<file path="config.mk">
export PLATFORM = sky130hd
export DESIGN_NAME = cpu_address_map_decoder
export DESIGN_NICKNAME = d
export VERILOG_FILES = /design/src/pkg/addr_map_pkg.sv /design/src/pkg/region_if.sv /design/src/rtl/cpu_address_map_decoder.sv /design/src/rtl/region_classify.sv
export SDC_FILE = /design/constraint.sdc
export NUM_CORES = 1
export LEC_CHECK = 0
export ABC_AREA = 1
export BUFFER_PORTS_ARGS = -buffer_cell sky130_fd_sc_hd__buf_4
export CAP_MARGIN = 30
export CORE_MARGIN = 3
export CORE_UTILIZATION = 55
export CTS_BUF_LIST = sky130_fd_sc_hd__clkbuf_4
export DETAILED_ROUTE_END_ITERATION = 10
export PLACE_DENSITY = 0.88
export SYNTH_ARGS = -nofsm -noshare
export SYNTH_HDL_FRONTEND = slang
export SYNTH_SLANG_ARGS = --single-unit
</file>
<file path="constraint.sdc">
create_clock -name sys_clk -period 8.9 [get_ports sys_clk]
set_clock_uncertainty 0.05 [all_clocks]
set_input_delay 1.78 -clock sys_clk [delete_from_list [all_inputs] [get_ports sys_clk]]
set_output_delay 1.78 -clock sys_clk [all_outputs]
set_load 0.02 [all_outputs]
</file>
<file path="src/pkg/addr_map_pkg.sv">
// Constants, types and region layout for the CPU address map decoder.
// Assumes a single 125 MHz system clock domain and a synchronous reset.
package addr_map_pkg;

  // ----------------------------------------------------------------------
  // Address widths
  // ----------------------------------------------------------------------
  localparam int CPU_AW = 32;
  localparam int PHYS_AW = 28;
  localparam int PROG_AW = 26;
  localparam int PPW_BASE_W = 14; // Window base granularity bits (16 KB)

  // ----------------------------------------------------------------------
  // Region bounds on the physical address
  // ----------------------------------------------------------------------
  localparam logic [PHYS_AW-1:0] FLASH_LO = 28'h0000000;
  localparam logic [PHYS_AW-1:0] FLASH_HI = 28'h0077FFF;
  localparam logic [PHYS_AW-1:0] INTERNAL_HI = 28'h00FFFFF;
  localparam logic [PHYS_AW-1:0] RAM_LO = 28'h3FF7000;
  localparam logic [PHYS_AW-1:0] RAM_HI = 28'h3FFEFFF;
  localparam logic [PHYS_AW-1:0] RAM_MIR_LO = 28'hFFF7000;
  localparam logic [PHYS_AW-1:0] RAM_MIR_HI = 28'hFFFEFFF;
  localparam logic [PHYS_AW-1:0] FIXP_LO = 28'hFFFF000;
  localparam logic [PHYS_AW-1:0] RESET_VECTOR = 28'h0000000;

  // Offsets inside the regions
  localparam int RAM_OFS_W = 15;   // 32 KB
  localparam int PERI_OFS_W = 12;  // 4 KB
  localparam int PPW_OFS_W = 14;   // 16 KB
  localparam logic [1:0] PPW_TOP_QUARTER = 2'h3;
  localparam logic [PHYS_AW-1:0] PPW_SIZE = 28'h0004000;

  // ----------------------------------------------------------------------
  // Target encoding, one-hot
  // ----------------------------------------------------------------------
  typedef enum logic [5:0] {
    TGT_NONE  = 6'h01,
    TGT_FLASH = 6'h02,
    TGT_RAM   = 6'h04,
    TGT_PERI  = 6'h08,
    TGT_EXT   = 6'h10,
    TGT_FAULT = 6'h20
  } target_t;

  // Access size
  typedef enum logic [1:0] {
    SZ_BYTE = 2'h0,
    SZ_HALF = 2'h1,
    SZ_WORD = 2'h2
  } acc_size_t;

  localparam logic [15:0] BYTE_REG_UPPER = 16'hFF00; // Undefined upper byte fill

  // Field widths used by the peripheral data path
  localparam int WORD_ALIGN_W = 2; // Offset bits ignored for word registers
  localparam int BYTE_LANE_W = 8; // Width of a byte-wide register
endpackage

</file>
<file path="src/pkg/region_if.sv">
// Interface carrying a physical address to the region classifier.
// Assumes both ends sit on the same clock.
`timescale 1ns/100ps
interface region_if;
  import addr_map_pkg::*;
  logic [PHYS_AW-1:0] phys;
  logic [PHYS_AW-1:0] ppw_base;
  logic fetch;
  target_t target;
  logic is_ram;
  logic is_peri;
  logic [RAM_OFS_W-1:0] ram_ofs;
  logic [PERI_OFS_W-1:0] peri_ofs;
  modport requester(output phys, output ppw_base, output fetch,
    input target, input is_ram, input is_peri, input ram_ofs, input peri_ofs);
  modport classifier(input phys, input ppw_base, input fetch,
    output target, output is_ram, output is_peri, output ram_ofs, output peri_ofs);
endinterface

</file>
<file path="src/rtl/cpu_address_map_decoder.sv">
// Top of the CPU address map decoder: translation, decode and routing.
// Assumes requester holds the request until ready and targets answer in one cycle.
// Selects, offsets and strobes are registered; only req_ready is combinational.
// The window base is a static level set at initialization, on the system clock.
`timescale 1ns/100ps
module cpu_address_map_decoder
  import addr_map_pkg::*;
(
  input wire logic sys_clk,
  input wire logic sys_rst,
  input wire logic [PHYS_AW-1:0] peripheral_window_base_select,
  input wire logic prog_mode,
  input wire logic req_valid,
  output logic req_ready,
  input wire logic req_fetch,
  input wire logic req_write,
  input wire logic [1:0] req_size,
  input wire logic req_byte_reg,
  input wire logic [CPU_AW-1:0] req_base,
  input wire logic [CPU_AW-1:0] req_disp,
  input wire logic [15:0] req_wdata,
  input wire logic branch_load,
  input wire logic [CPU_AW-1:0] branch_target,
  output logic [CPU_AW-1:0] pc_ff,
  output logic boot_load_ff,
  output logic [5:0] sel_ff,
  output logic [PHYS_AW-1:0] phys_addr_ff,
  output logic [RAM_OFS_W-1:0] ram_addr_ff,
  output logic [PERI_OFS_W-1:0] peri_addr_ff,
  output logic [15:0] peri_wdata_ff,
  output logic peri_write_ff,
  output logic fetch_fault_ff,
  input wire logic [15:0] peri_rdata,
  output logic [15:0] rdata_ff
);
  // ----------------------------------------------------------------------
  // Address arithmetic
  // ----------------------------------------------------------------------
  logic [CPU_AW-1:0] data_sum;
  logic [PROG_AW-1:0] prog_sum;
  logic [PHYS_AW-1:0] nxt_phys;
  logic [CPU_AW-1:0] nxt_pc;
  logic [PPW_BASE_W-1:0] base_lo;
  logic is_byte_reg_half_ff;
  region_if rif();

  // Sums wrap at their own width
  always_comb begin
    data_sum = req_base + req_disp;
    prog_sum = req_base[PROG_AW-1:0] + req_disp[PROG_AW-1:0];
    if (req_fetch) begin
      nxt_phys = {{(PHYS_AW-PROG_AW){1'b0}}, prog_sum};
    end else begin
      nxt_phys = data_sum[PHYS_AW-1:0];
    end
    base_lo = '0;
  end

  // Window base aligned to 16 KB
  assign rif.phys = nxt_phys;
  assign rif.ppw_base = {peripheral_window_base_select[PHYS_AW-1:PPW_BASE_W], base_lo};
  assign rif.fetch = req_fetch;

  // Region classifier works on the translated physical address
  region_classify u_classify (
    .rif(rif)
  );

  // ----------------------------------------------------------------------
  // Request acceptance
  // ----------------------------------------------------------------------
  // Decode answers in the same cycle, so requests are never stalled
  assign req_ready = 1'b1;

  // A request counts only on an edge where both sides agree
  logic req_take;
  assign req_take = req_valid && req_ready;

  // ----------------------------------------------------------------------
  // Next values for the peripheral side
  // ----------------------------------------------------------------------
  logic [PERI_OFS_W-1:0] nxt_peri_ofs;
  logic [15:0] nxt_peri_wdata;
  logic nxt_byte_half;

  // Word registers ignore the two lowest offset bits
  always_comb begin
    nxt_peri_ofs = rif.peri_ofs;
    if (req_size == SZ_WORD) begin
      nxt_peri_ofs = {rif.peri_ofs[PERI_OFS_W-1:WORD_ALIGN_W], {WORD_ALIGN_W{1'b0}}};
    end
  end

  // Half-word write into a byte register keeps only the low lane;
  // the upper lane is driven to zero so no stale data reaches the bus
  always_comb begin
    nxt_byte_half = req_byte_reg && (req_size == SZ_HALF);
    nxt_peri_wdata = req_wdata;
    if (nxt_byte_half) begin
      nxt_peri_wdata = {{($bits(req_wdata)-BYTE_LANE_W){1'b0}}, req_wdata[BYTE_LANE_W-1:0]};
    end
  end

  // ----------------------------------------------------------------------
  // Registered decode outcome
  // ----------------------------------------------------------------------
  // Target select pulses for one cycle per accepted request
  always_ff @(posedge sys_clk) begin
    if (sys_rst) begin
      sel_ff <= TGT_NONE;
    end else if (req_take) begin
      sel_ff <= rif.target;
    end else begin
      sel_ff <= TGT_NONE;
    end
  end

  // Physical address of the last accepted request
  always_ff @(posedge sys_clk) begin
    if (sys_rst) begin
      phys_addr_ff <= '0;
    end else if (req_take) begin
      phys_addr_ff <= nxt_phys;
    end
  end

  // RAM cell offset, shared by the primary range and its mirror
  always_ff @(posedge sys_clk) begin
    if (sys_rst) begin
      ram_addr_ff <= '0;
    end else if (req_take && rif.is_ram) begin
      ram_addr_ff <= rif.ram_ofs;
    end
  end

  // Peripheral offset, identical for the fixed area and the window alias
  always_ff @(posedge sys_clk) begin
    if (sys_rst) begin
      peri_addr_ff <= '0;
    end else if (req_take) begin
      peri_addr_ff <= nxt_peri_ofs;
    end
  end

  // Fetch into any peripheral region is flagged, never forwarded
  always_ff @(posedge sys_clk) begin
    if (sys_rst) begin
      fetch_fault_ff <= 1'b0;
    end else begin
      fetch_fault_ff <= req_take && (rif.target == TGT_FAULT);
    end
  end

  // ----------------------------------------------------------------------
  // Peripheral bus data path
  // ----------------------------------------------------------------------
  // Write data captured on every accepted write
  always_ff @(posedge sys_clk) begin
    if (sys_rst) begin
      peri_wdata_ff <= '0;
    end else if (req_take && req_write) begin
      peri_wdata_ff <= nxt_peri_wdata;
    end
  end

  // Write strobe only for data writes that land on the peripheral bus
  always_ff @(posedge sys_clk) begin
    if (sys_rst) begin
      peri_write_ff <= 1'b0;
    end else begin
      peri_write_ff <= req_take && req_write && rif.is_peri && !req_fetch;
    end
  end

  // Marks that the answer now on the bus belongs to a half-word access to a byte register;
  // idle cycles clear it so a stale size never masks later read data
  always_ff @(posedge sys_clk) begin
    if (sys_rst) begin
      is_byte_reg_half_ff <= 1'b0;
    end else begin
      is_byte_reg_half_ff <= req_take && nxt_byte_half;
    end
  end

  // Read data return, upper byte of byte register forced
  always_ff @(posedge sys_clk) begin
    if (sys_rst) begin
      rdata_ff <= '0;
    end else if (is_byte_reg_half_ff) begin
      rdata_ff <= peri_rdata | BYTE_REG_UPPER;
    end else begin
      rdata_ff <= peri_rdata;
    end
  end

  // ----------------------------------------------------------------------
  // Program counter
  // ----------------------------------------------------------------------
  // Branch targets are cut to the program space before they are loaded
  always_comb begin
    nxt_pc = pc_ff;
    if (branch_load) begin
      nxt_pc = {{(CPU_AW-PROG_AW){1'b0}}, branch_target[PROG_AW-1:0]};
    end
  end

  // Execution restarts at the reset vector after every reset
  always_ff @(posedge sys_clk) begin
    if (sys_rst) begin
      pc_ff <= {{(CPU_AW-PHYS_AW){1'b0}}, RESET_VECTOR};
    end else begin
      pc_ff <= nxt_pc;
    end
  end

  // Boot loader flag follows prog_mode on every clock after reset release
  always_ff @(posedge sys_clk) begin
    if (sys_rst) begin
      boot_load_ff <= 1'b0;
    end else begin
      boot_load_ff <= prog_mode;
    end
  end
endmodule

</file>
<file path="src/rtl/region_classify.sv">
// Combinational region classifier for a 28-bit physical address.
// Assumes the caller registers the outcome.
`timescale 1ns/100ps
module region_classify
  import addr_map_pkg::*;
(
  region_if.classifier rif
);
  logic in_flash;
  logic in_ram;
  logic in_mir;
  logic in_fixp;
  logic in_ppw;
  logic ppw_top;
  logic [PHYS_AW-1:0] ppw_ofs;

  // Region hits
  always_comb begin
    ppw_ofs = rif.phys - rif.ppw_base;
    in_flash = (rif.phys <= FLASH_HI);
    in_ram = (rif.phys >= RAM_LO) && (rif.phys <= RAM_HI);
    in_mir = (rif.phys >= RAM_MIR_LO) && (rif.phys <= RAM_MIR_HI);
    in_fixp = (rif.phys >= FIXP_LO);
    in_ppw = (rif.phys >= rif.ppw_base) && (ppw_ofs < PPW_SIZE);
    ppw_top = in_ppw && (ppw_ofs[PPW_OFS_W-1:PERI_OFS_W] == PPW_TOP_QUARTER);
  end

  // Single target per access, priority flash, RAM, peripheral, external
  always_comb begin
    rif.is_ram = 1'b0;
    rif.is_peri = 1'b0;
    rif.ram_ofs = rif.phys[RAM_OFS_W-1:0] - RAM_LO[RAM_OFS_W-1:0];
    rif.peri_ofs = rif.phys[PERI_OFS_W-1:0];
    if (in_flash) begin
      rif.target = TGT_FLASH;
    end else if (in_ram || in_mir) begin
      rif.target = TGT_RAM;
      rif.is_ram = 1'b1;
    end else if (in_fixp || in_ppw) begin
      rif.is_peri = 1'b1;
      rif.target = rif.fetch ? TGT_FAULT : TGT_PERI;
    end else if (rif.phys <= INTERNAL_HI) begin
      rif.target = TGT_NONE;
    end else begin
      rif.target = TGT_EXT;
    end
    if (ppw_top) begin
      rif.peri_ofs = ppw_ofs[PERI_OFS_W-1:0];
    end
  end
endmodule

</file>
=== Word-level counts from Yosys, hierarchy flattened ===
Cells that the tools add are included.

* Flip-flop bits (word level): 123
* Logic and storage cells: 59

* Add/subtract/negate cells: 4
* Magnitude comparators: 9
* Equality and inequality tests: 4
* Multiplexer cells: 15
* Bitwise gates (word level): 1
* Reductions and logical operators: 15

{| class="wikitable"
|+ Operators with widths
! cell !! count
|-
| 28-bit greater-or-equal comparator, second input constant || 2
|-
| 16-bit 2-to-1 mux || 2
|-
| 28-bit adder || 1
|-
| 28-bit by 26-bit greater-or-equal comparator with 1-bit output, second input constant || 1
|-
| 28-bit greater-or-equal comparator || 1
|-
| 28-bit by 19-bit <= comparator with 1-bit output, second input constant || 1
|-
| 28-bit by 20-bit <= comparator with 1-bit output, second input constant || 1
|-
| 28-bit by 26-bit <= comparator with 1-bit output, second input constant || 1
|-
| 28-bit <= comparator, second input constant || 1
|-
| 28-bit by 15-bit less-than comparator with 1-bit output, second input constant || 1
|-
| 28-bit 2-to-1 mux || 1
|-
| 28-bit subtractor || 1
|-
| 26-bit adder || 1
|-
| 6-bit 2-to-1 mux || 4
|-
| 15-bit subtractor, second input constant || 1
|-
| 12-bit 2-to-1 mux || 1
|-
| 1-bit logical AND || 11
|-
| 6-bit == test, second input constant || 1
|-
| 1-bit 2-to-1 mux || 5
|-
| 5-bit 2-to-1 mux || 1
|-
| 2-bit == test, second input constant || 2
|-
| 2-bit by 1-bit == test with 1-bit output, second input constant || 1
|-
| 1-bit logical OR || 2
|-
| 2-bit 2-to-1 mux || 1
|-
| other kinds (3) || 3
|}

=== Depth between registers and ports, before layout ===
Gate-level depths: netlist of the first run.

* Word-level depth: 11
* Mapped depth: 28
* Depth with buffers taken out: 28

=== Cells and area by module ===
From an unflattened synthesis of the first run, not the netlist that was laid out.

* Cells, all modules: 1547
* Area total of the unflattened synthesis: 9203.8 um2

{| class="wikitable"
|+ By module, submodules not included
! module !! times used !! cells each !! area each (um2) !! seq. area each (um2)
|-
| cpu_address_map_decoder || 1 || 937 || 6217.2 || 2462.4
|-
| region_classify || 1 || 610 || 2986.6 || 0.0
|}

=== Worst setup path before layout of the first run ===
No wires, ideal clock.

* Path kind: input -> register
* Start: in req_base[0]
* End: reg peri_write_ff
* Setup time: 0.064 ns
* Data arrival time: 4.662 ns
* Required time: 8.786 ns
* Path slack: 4.124 ns
* Stages on the path: 26
* Cells stage by stage: ha_1 > inv_1 > fa_1 > inv_1 > nand2_1 > nand3_1 > nand2_1 > nand3b_1 > and2_1 > inv_1 > ha_1 > o21ai_0 > nand3_1 > nand2_1 > nand2_1 > nand2_1 > nand2_1 > nand2_1 > nand2_1 > nand2_1 > inv_1 > a21oi_1 > nand4_1 > nand2_1 > nand3_1 > nor2_1

* Word-level cells in the longest chain between the ends: 11
* Elaborated cells between the ends (all ways): 22

{| class="wikitable"
|+ RTL lines
! what !! line !! RTL
|-
| start: declaration || cpu_address_map_decoder.sv:19 || <nowiki>input wire logic [CPU_AW-1:0] req_base,</nowiki>
|-
| 28-bit adder or 26-bit adder (tied branches) || cpu_address_map_decoder.sv:49, cpu_address_map_decoder.sv:50 ||
|-
| 28-bit 2-to-1 mux * || cpu_address_map_decoder.sv:51 || <nowiki>if (req_fetch) begin</nowiki>
|-
| 28-bit subtractor || region_classify.sv:19 || <nowiki>ppw_ofs = rif.phys - rif.ppw_base;</nowiki>
|-
| 28-bit by 15-bit less-than comparator with 1-bit output || region_classify.sv:24 || <nowiki>in_ppw = (rif.phys >= rif.ppw_base) && (ppw_ofs < PPW_SIZE);</nowiki>
|-
| 1-bit logical AND || region_classify.sv:24 ||
|-
| 1-bit logical OR || region_classify.sv:39 || <nowiki>end else if (in_fixp || in_ppw) begin</nowiki>
|-
| 1-bit 2-to-1 mux || region_classify.sv:39 ||
|-
| 1-bit 2-to-1 mux || region_classify.sv:36 || <nowiki>end else if (in_ram || in_mir) begin</nowiki>
|-
| 1-bit 2-to-1 mux * || region_classify.sv:34 || <nowiki>if (in_flash) begin</nowiki>
|-
| 1-bit logical AND * (2 in a row) || cpu_address_map_decoder.sv:171 || <nowiki>peri_write_ff <= req_take && req_write && rif.is_peri && !req_fetch;</nowiki>
|-
| end signal: assignment || cpu_address_map_decoder.sv:171 ||
|-
| end: declaration || cpu_address_map_decoder.sv:31 || <nowiki>output logic peri_write_ff,</nowiki>
|}

Mark *: on every way between the ends. The rest lies on a longest branch, timed or not.
A chain may end at the register's enable or synchronous reset.

=== Final worst setup path of the first run ===
Same ends and word-level chain as after synthesis.

==> impl_metrics.ini, run 1 <==
[die]
die_w_um = 124
die_area_mm2 = 0.0154
rows = 42
io_pins = 295
core_mm2 = 0.0134
initial_core_util_pct = 57.0
die_y_um = 124

[timing]
rsz0062_at_grt = false
hold_viol = 0
timing.slew.headroom_pct = 52.2
final_max_slew_viol_count = 0
max_freq_ghz = 0.191
worst_pin_slew_ns = 0.712
setup_tns_ns = 0
setup_viol_count_final = 0
period_minus_slack_ns = 5.23
layout_worst_path_cycle_share_pct = 58.8

[setup_path]
crit_path_end_kind = flip-flop
critPathLaunchType = primary input
worstSetupPathType = in2reg
r2r-start = is_byte_reg_half_ff
r2r_cells = 2
path_max_fanout = 5
rr_endpoint = rdata_ff[15]
cp.arrival_ns = 5.63
cp.required_ns = 9.30
rrSetupSlack_ns = 8.10

[place]
port_buffers = 259
dp_hpwl_mm = 19.7
dp.cells = 1655
gp_congestion = 0.955

[synthesis]
ys_ff_latch = 113
netlist_area_mm2 = 0.00764
netlist_instances = 1260
synth_area_per_cell_um2 = 6.07
yosys_warnings = 0
yosys.area.top_type = dfxtp_1
synth.distinct_cells = 41
synth_area_leaders = dfxtp_1 30%, nand2_1 18%, inv_1 10%, nor2_1 9.3%, ha_1 7.2%
yosysSeqAreaShare_pct = 29.6
synth_top_area_share_pct = 29.6

[route]
drcViolationCount = 0
top_layer = met4
wl_met1_mm = 10.2
via_per_inst = 5.17
drt_iter0_markers = 709
met2_length_mm = 11.5
dr.pass1.iters = 5
ant_nets = 0
wl_met3_mm = 2.12
wl_mm = 24.5
vias = 8723
wl_per_cell_um = 14.5

[global_routing]
grt_pass1_wl_mm = 37.6
antenna_found_initial = 0
grt_pass1_vias = 7897
grt_usage_pct = 30.9
grt.overflow.total = 0
grt_max_degree = 52

[finish]
fin_nets = 1709
mostFrequentLayoutCells = 360 x nand2_1, 260 x buf_4, 203 x inv_1
final_cells = 1687
drive_above_1_share_pct = 22.7
n_antenna_cell = 0
layout_commonest_cell = nand2_1
syn2layout_area_growth_pct = 29.3

[clock_tree]
numCtsBuffers = 17
cts_max_level = 4
post_cts_buffers = 0
cts_tree = yes
insertion_delay_ns = 0.52
post_cts_resized = 0
cts.sinks = 113
cts_root_buf = clkbuf_4
clk_pin_slew_worst_paths_ns = 0.09
cts-hold-fix-buffers = 0
clockBufferDepth = 2

[min_path]
hp-start = peri_addr_ff[1]
hold-path-endpoint = peri_addr_ff[1]
hold_depth = 2
worstHoldPathType = reg2reg

[power_and_ir_drop]
power_leakage_nw = 5.66
ir_drop_uv = 115
p_per_area_mw_per_mm2 = 152

[run_status]
status = finished clean

[job]
cap_violations = 0
## worst max-delay path, stage by stage
cell and delay (ns):
buf_4 0.08, ha_1 0.22, inv_1 0.07, fa_1 0.40, inv_1 0.14, nand2_1 0.08, nand3_1 0.18, nand2_1 0.14
nand3b_1 0.12, and2_1 0.16, inv_1 0.10, ha_1 0.20, o21ai_0 0.48, nand3_1 0.19, nand2_1 0.16, nand2_1 0.09
nand2_1 0.10, nand2_1 0.08, nand2_1 0.10, nand2_1 0.05, nand2_1 0.05, nand2_1 0.05, nor2_1 0.11, nand4_1 0.13
nand2_1 0.13, nand3_1 0.12, nor2_1 0.11
## per-stage QoR
step	setup slack, ns	hold WS [ns]	power (mW)	instance area [µm²]	utilization [%]
floorplan	4.12	0.486	0.919	7660	-
global placement	3.35	0.399	1.09	9590	71.5
detailed placement	3.25	0.407	1.10	9590	71.5
CTS	3.76	0.423	1.49	9880	73.7
global route	3.34	0.444	1.59	9880	73.7
finish	3.67	0.424	1.50	9880	73.7
## final cells by class
class	count	area, µm²
Tap cell	176	220
Clock inverter	15	169
Multi-Input combinational cell	888	4330
Fill cell	1148	3520
Sequential cell	113	2260
Timing Repair Buffer	260	1950
Inverter	218	818
Clock buffer	17	128
## per-layer routing
metal  GRT usage (%)  vias to the layer above
met5               0                        -
met4            10.6                        0
met3            5.95                       55
met2            50.3                      413
met1            41.1                     3901
li1                -                     4354
## logic make-up (layout without fill, tap and decap cells)
family	after synthesis	count (layout)	share of synthesized area, %
xor+xnor	5	5	0.573
fa+ha+maj	45	45	7.46
compound gates	130	130	9.35
other cells	2	7	0.0982
simple gates	701	701	39.0
flops	113	113	29.6
buf+inv	264	510	14.0
## registers in the layout, summed over array words and instances (netlist names)
name	count
peri_write_ff	1
rdata_ff	16
ram_addr_ff	15
pc_ff	26
is_byte_reg_half_ff	1
phys_addr_ff	28
sel_ff	6
peri_wdata_ff	16
peri_addr_ff	2
fetch_fault_ff	1
boot_load_ff	1
## worst max path at each step
stage	start	endpoint	slack, ns	cells after the start
CTS	req_base[0]	peri_write_ff	3.76	27
global placement	req_base[0]	peri_write_ff	3.35	27
floorplan	req_base[0]	peri_write_ff	4.12	26
finish	req_base[0]	peri_write_ff	3.67	27
detailed placement	req_base[0]	peri_write_ff	3.25	27
global route	req_base[0]	peri_write_ff	3.34	27
## Yosys cell counts, drive strengths merged
cell / n
nand2: 374
inv: 215
nor2: 203
dfxtp: 113
nand3: 78
o21ai: 62
a21oi: 45
ha: 44
buf: 25
nand4: 25
clkbuf: 21
o211ai: 15
nor3: 10
and2: 4
nand3b: 4
xor2: 4
clkinv: 3
a31oi: 2
conb: 2
or2: 2
a21boi: 1
a21o: 1
a31o: 1
fa: 1
nor4: 1
o21a: 1
o21bai: 1
o31ai: 1
xnor2: 1
## report_power, final
part	internal, mW	leakage (nW)	total [mW]	switching (mW)
combinational	0.205	4.58	0.549	0.345
clock	0.192	0.148	0.395	0.204
sequential	0.536	0.933	0.554	0.0181
Power figures use the tool's default switching activity.
==> inputs of run 2 (changes only) <==
Settings changed: CORE_UTILIZATION 55 to 46, PLACE_DENSITY 0.88 to 0.78.
Clock period 8.9 ns to 4.6 ns, I/O delays scaled along.
==> impl_metrics.ini, run 2 (synthesized netlist as in run 1, its figures left out) <==
[run_status]
status = finished clean

[die]
die_w_um = 135
die_area_mm2 = 0.0182
initial_core_util_pct = 47.6
io_pins = 295
core_mm2 = 0.0161
rows = 46
die_y_um = 135

[job]
cap_violations = 0

[route]
ant_nets = 0
wl_per_cell_um = 14.0
via_per_inst = 4.84
drt_iter0_markers = 492
vias = 8507
drcViolationCount = 0
wl_mm = 24.5
dr.pass1.iters = 5

[clock_tree]
clockBufferDepth = 2
clk_pin_slew_worst_paths_ns = 0.10
cts_tree = yes
cts_max_level = 4
numCtsBuffers = 17
cts-hold-fix-buffers = 0
cts.sinks = 113
post_cts_resized = 0
cts_root_buf = clkbuf_4
post_cts_buffers = 0
insertion_delay_ns = 0.46

[power_and_ir_drop]
p_sw_mw = 1.10
power_leakage_nw = 5.81
sw_frac_of_total_pct = 37.2
pwr-share-comb_pct = 37.6
pwr-share-seq_pct = 36.3
p_int_mw = 1.86
p_clk_share_pct = 26.2
p_per_area_mw_per_mm2 = 291
ir_drop_uv = 201

[finish]
largest_reg_flops = 28
top_regs = phys_addr_ff (28), pc_ff (26)
n_antenna_cell = 0
final_core_util_pct = 63.2
fin_nets = 1738
mostFrequentLayoutCells = 360 x nand2_1, 289 x buf_4, 203 x inv_1
syn2layout_area_growth_pct = 32.8
largest-register = phys_addr_ff
drive_above_1_share_pct = 24.3
layout_commonest_cell = nand2_1

[global_routing]
antenna_found_initial = 0
grt_usage_pct = 25.8
grt_pass1_vias = 7717
grt_max_degree = 52
grt.overflow.total = 0
grt_pass1_wl_mm = 37.9

[timing]
setup_tns_ns = 0
period_minus_slack_ns = 4.16
rsz0062_at_grt = false
hold_ws_ns = 0.416
max_freq_ghz = 0.240
worst_pin_slew_ns = 0.861
layout_worst_path_cycle_share_pct = 90.5
timing.slew.headroom_pct = 42.5
hold_viol = 0
setup_viol_count_final = 0
final_max_slew_viol_count = 0

[setup_path]
cp.required_ns = 4.96
path_max_fanout = 7
cp.arrival_ns = 4.53
critPathLaunchType = primary input
rrSetupSlack_ns = 3.80
worstSetupPathType = in2reg
crit_path_end_kind = flip-flop

[min_path]
worstHoldPathType = reg2reg

[place]
port_buffers = 259
dp_hpwl_mm = 20.0
gp_congestion = 0.954
[run 2: cell types whose count changed in the layout (fill, tap and decap cells not counted)]
| cell | before | now |
|---|---|---|
| clkinv_2 | 3 | 4 |
| clkbuf_4 | 17 | 18 |
| buf_4 | 260 | 289 |
| clkinv_1 | 5 | 3 |
[run 2: critical path, cell delays in order]
cell	delay [ns]
buf_4	0.11
ha_1	0.43
nand2_1	0.15
nor2_2	0.18
nand2_1	0.12
nor3_1	0.19
nand2_1	0.16
nand2_1	0.12
nand2_1	0.07
nand3_2	0.07
inv_1	0.04
ha_1	0.28
nand2_1	0.10
nor4_1	0.32
buf_4	0.18
nand3_1	0.07
nor2_1	0.10
nand2_1	0.05
nor2_1	0.10
nand2_1	0.12
a21oi_1	0.14
nand4_1	0.13
nand2_1	0.14
nand3_1	0.12
nor2_1	0.09
[run 2: routing by layer]
metal	track usage (%)	wire (µm)	vias to the layer above
met1	34.4	10800	3775
met3	4.47	1670	32
met5	0	0	-
met4	7.69	556	0
li1	-	-	4430
met2	42.7	11500	270
[run 2: power groups by stage]
stage	clock (mW)	combinational, mW	sequential (mW)
floorplan	0	0.621	1.16
CTS	0.788	1.11	1.07
detailed placement	0	1.10	1.09
finish	0.773	1.11	1.07
global route	0.838	1.24	1.08
global placement	0	1.08	1.09
[run 2: final cells by class]
type                    count  area [µm²]
clock buffers              18         135
clock inverters            14         166
fillers                  1584        5900
inverters                 218         818
multi-input cells         888        4330
flip-flops and latches    113        2260
well taps                 216         270
repair buffers            289        2170
[run 2: final timing paths]
path,startpoint,endpoint,cells after the start
hold / removal,phys_addr_ff[1],phys_addr_ff[1],2
setup reg to reg,is_byte_reg_half_ff,rdata_ff[8],2
hold reg to reg,phys_addr_ff[1],phys_addr_ff[1],2
setup / recovery,req_base[22],peri_write_ff,25
[run 2: per-stage QoR]
stage	worst slack (ns)	instance area (µm²)	instances	power, mW
6_report	0.436	10200	1756	2.96
3_5_place_dp	0.0101	9850	1724	2.19
2_1_floorplan	0.684	7660	1265	1.78
4_1_cts	0.513	10200	1756	2.96
5_1_grt	0.0662	10200	1756	3.15
3_3_place_gp	0.0473	9850	1724	2.18
==> inputs of run 3 (changes only) <==
Settings changed: CORE_ASPECT_RATIO from default to 1.1, SKIP_LAST_GASP from default to 1.
==> impl_metrics.ini, run 3 (synthesized netlist as in run 1, its figures left out) <==
[run_status]
status = finished clean

[setup_path]
rrSetupSlack_ns = 3.79
critPathLaunchType = primary input
r2r_cells = 2
startpoint = req_base[13]
rr_endpoint = rdata_ff[9]
cp.required_ns = 4.99
cp.arrival_ns = 4.49
cpMostUsedCell = nand2_1
path_max_fanout = 4
worstSetupPathType = in2reg
max_stage_delay_ns = 0.36
r2r-start = is_byte_reg_half_ff
crit_path_end_kind = flip-flop
crit_path_end = peri_write_ff
critPathSlowestCell = ha_1

[clock_tree]
cts-hold-fix-buffers = 0
cts_max_level = 4
numCtsBuffers = 17
clk_pin_slew_worst_paths_ns = 0.10
insertion_delay_ns = 0.49
cts_root_buf = clkbuf_4
cts_tree = yes
post_cts_resized = 0
clockBufferDepth = 2
post_cts_buffers = 0
cts.sinks = 113

[route]
drt_iter0_markers = 527
ant_nets = 0
wl_mm = 24.3
dr.pass1.iters = 6
wl_per_cell_um = 14.0
vias = 8524
via_per_inst = 4.92
drcViolationCount = 0

[global_routing]
grt_pass1_wl_mm = 37.8
grt.overflow.total = 0
antenna_found_initial = 0
grt_pass1_vias = 7926
grt_max_degree = 61
grt_usage_pct = 25.7

[min_path]
hp-start = phys_addr_ff[0]
worstHoldPathType = reg2reg
hold_depth = 2

[finish]
largest_reg_flops = 28
final_core_util_pct = 62.5
syn2layout_area_growth_pct = 30.6
drive_above_1_share_pct = 23.7
largest-register = phys_addr_ff
mostFrequentLayoutCells = 360 x nand2_1, 280 x buf_4, 203 x inv_1
fin_nets = 1729
top_regs = phys_addr_ff (28), pc_ff (26)
n_antenna_cell = 0
layout_commonest_cell = nand2_1

[place]
dp_hpwl_mm = 19.6
place_ws_ns = 0.104
port_buffers = 259
gp_congestion = 0.952

[die]
die_y_um = 141
core_mm2 = 0.0160
die_w_um = 129
rows = 48
die_area_mm2 = 0.0182
io_pins = 295
initial_core_util_pct = 47.9

[power_and_ir_drop]
ir_drop_uv = 251
pwr-share-seq_pct = 38.6
p_per_area_mw_per_mm2 = 277
p_clk_share_pct = 21.5
p_sw_mw = 1.09
power_leakage_nw = 5.72
sw_frac_of_total_pct = 39.4
p_int_mw = 1.68
pwr-share-comb_pct = 39.9

[timing]
setup_viol_count_final = 0
layout_setup_ws_ns = 0.497
hold_viol = 0
period_minus_slack_ns = 4.10
rsz0062_at_grt = false
max_freq_ghz = 0.244
final_max_slew_viol_count = 0
setup_tns_ns = 0
worst_pin_slew_ns = 0.861
timing.slew.headroom_pct = 42.5
layout_worst_path_cycle_share_pct = 89.2

[job]
cap_violations = 0
-- run 3: worst max-delay path: cells and delay by family --
kind	cells	cell delay (ns)
fa+ha+maj	2	0.69
buf+inv	4	0.40
compound gates	2	0.41
simple gates	18	2.06
-- run 3: how the worst min path moves through the flow --
| stage | end | slack, ns |
|---|---|---|
| after global routing | phys_addr_ff[0] | 0.45 |
| after detailed placement | phys_addr_ff[0] | 0.41 |
| after CTS | phys_addr_ff[0] | 0.42 |
| final | phys_addr_ff[0] | 0.42 |
| after global placement | phys_addr_ff[1] | 0.40 |
| after floorplan | ram_addr_ff[12] | 0.49 |
-- run 3: power groups by stage --
stage	logic, mW	clock network [mW]	registers (mW)
floorplan	0.621	0	1.16
global placement	1.08	0	1.09
detailed placement	1.09	0	1.09
CTS	1.10	0.609	1.07
global route	1.23	0.648	1.08
finish	1.10	0.595	1.07
-- run 3: metal layers --
metal | wire length (µm) | vias up | share of wire, % | GRT usage [%]
met3 | 1760 | 53 | 7.3 | 4.85
met5 | 0 | - | 0 | 0
met1 | 10300 | 3761 | 42 | 33.0
li1 | - | 4404 | - | -
met4 | 836 | 0 | 3.4 | 10.6
met2 | 11400 | 306 | 47 | 42.3
-- run 3: final cells by class --
cell class / count / area (µm²)
flip-flops and latches: 113 / 2260
multi-input cells: 888 / 4330
clock buffers: 19 / 143
well taps: 200 / 250
fillers: 1557 / 5990
repair buffers: 280 / 2100
clock inverters: 13 / 72.6
inverters: 218 / 818
-- run 3: through the flow --
stage | power [mW] | cells | hold slack (ns) | cell area (µm²)
floorplan | 1.78 | 1265 | 0.486 | 7660
detailed placement | 2.18 | 1699 | 0.410 | 9770
finish | 2.77 | 1731 | 0.420 | 9980
global route | 2.95 | 1731 | 0.449 | 9980
CTS | 2.77 | 1731 | 0.424 | 9980
global placement | 2.17 | 1699 | 0.400 | 9770
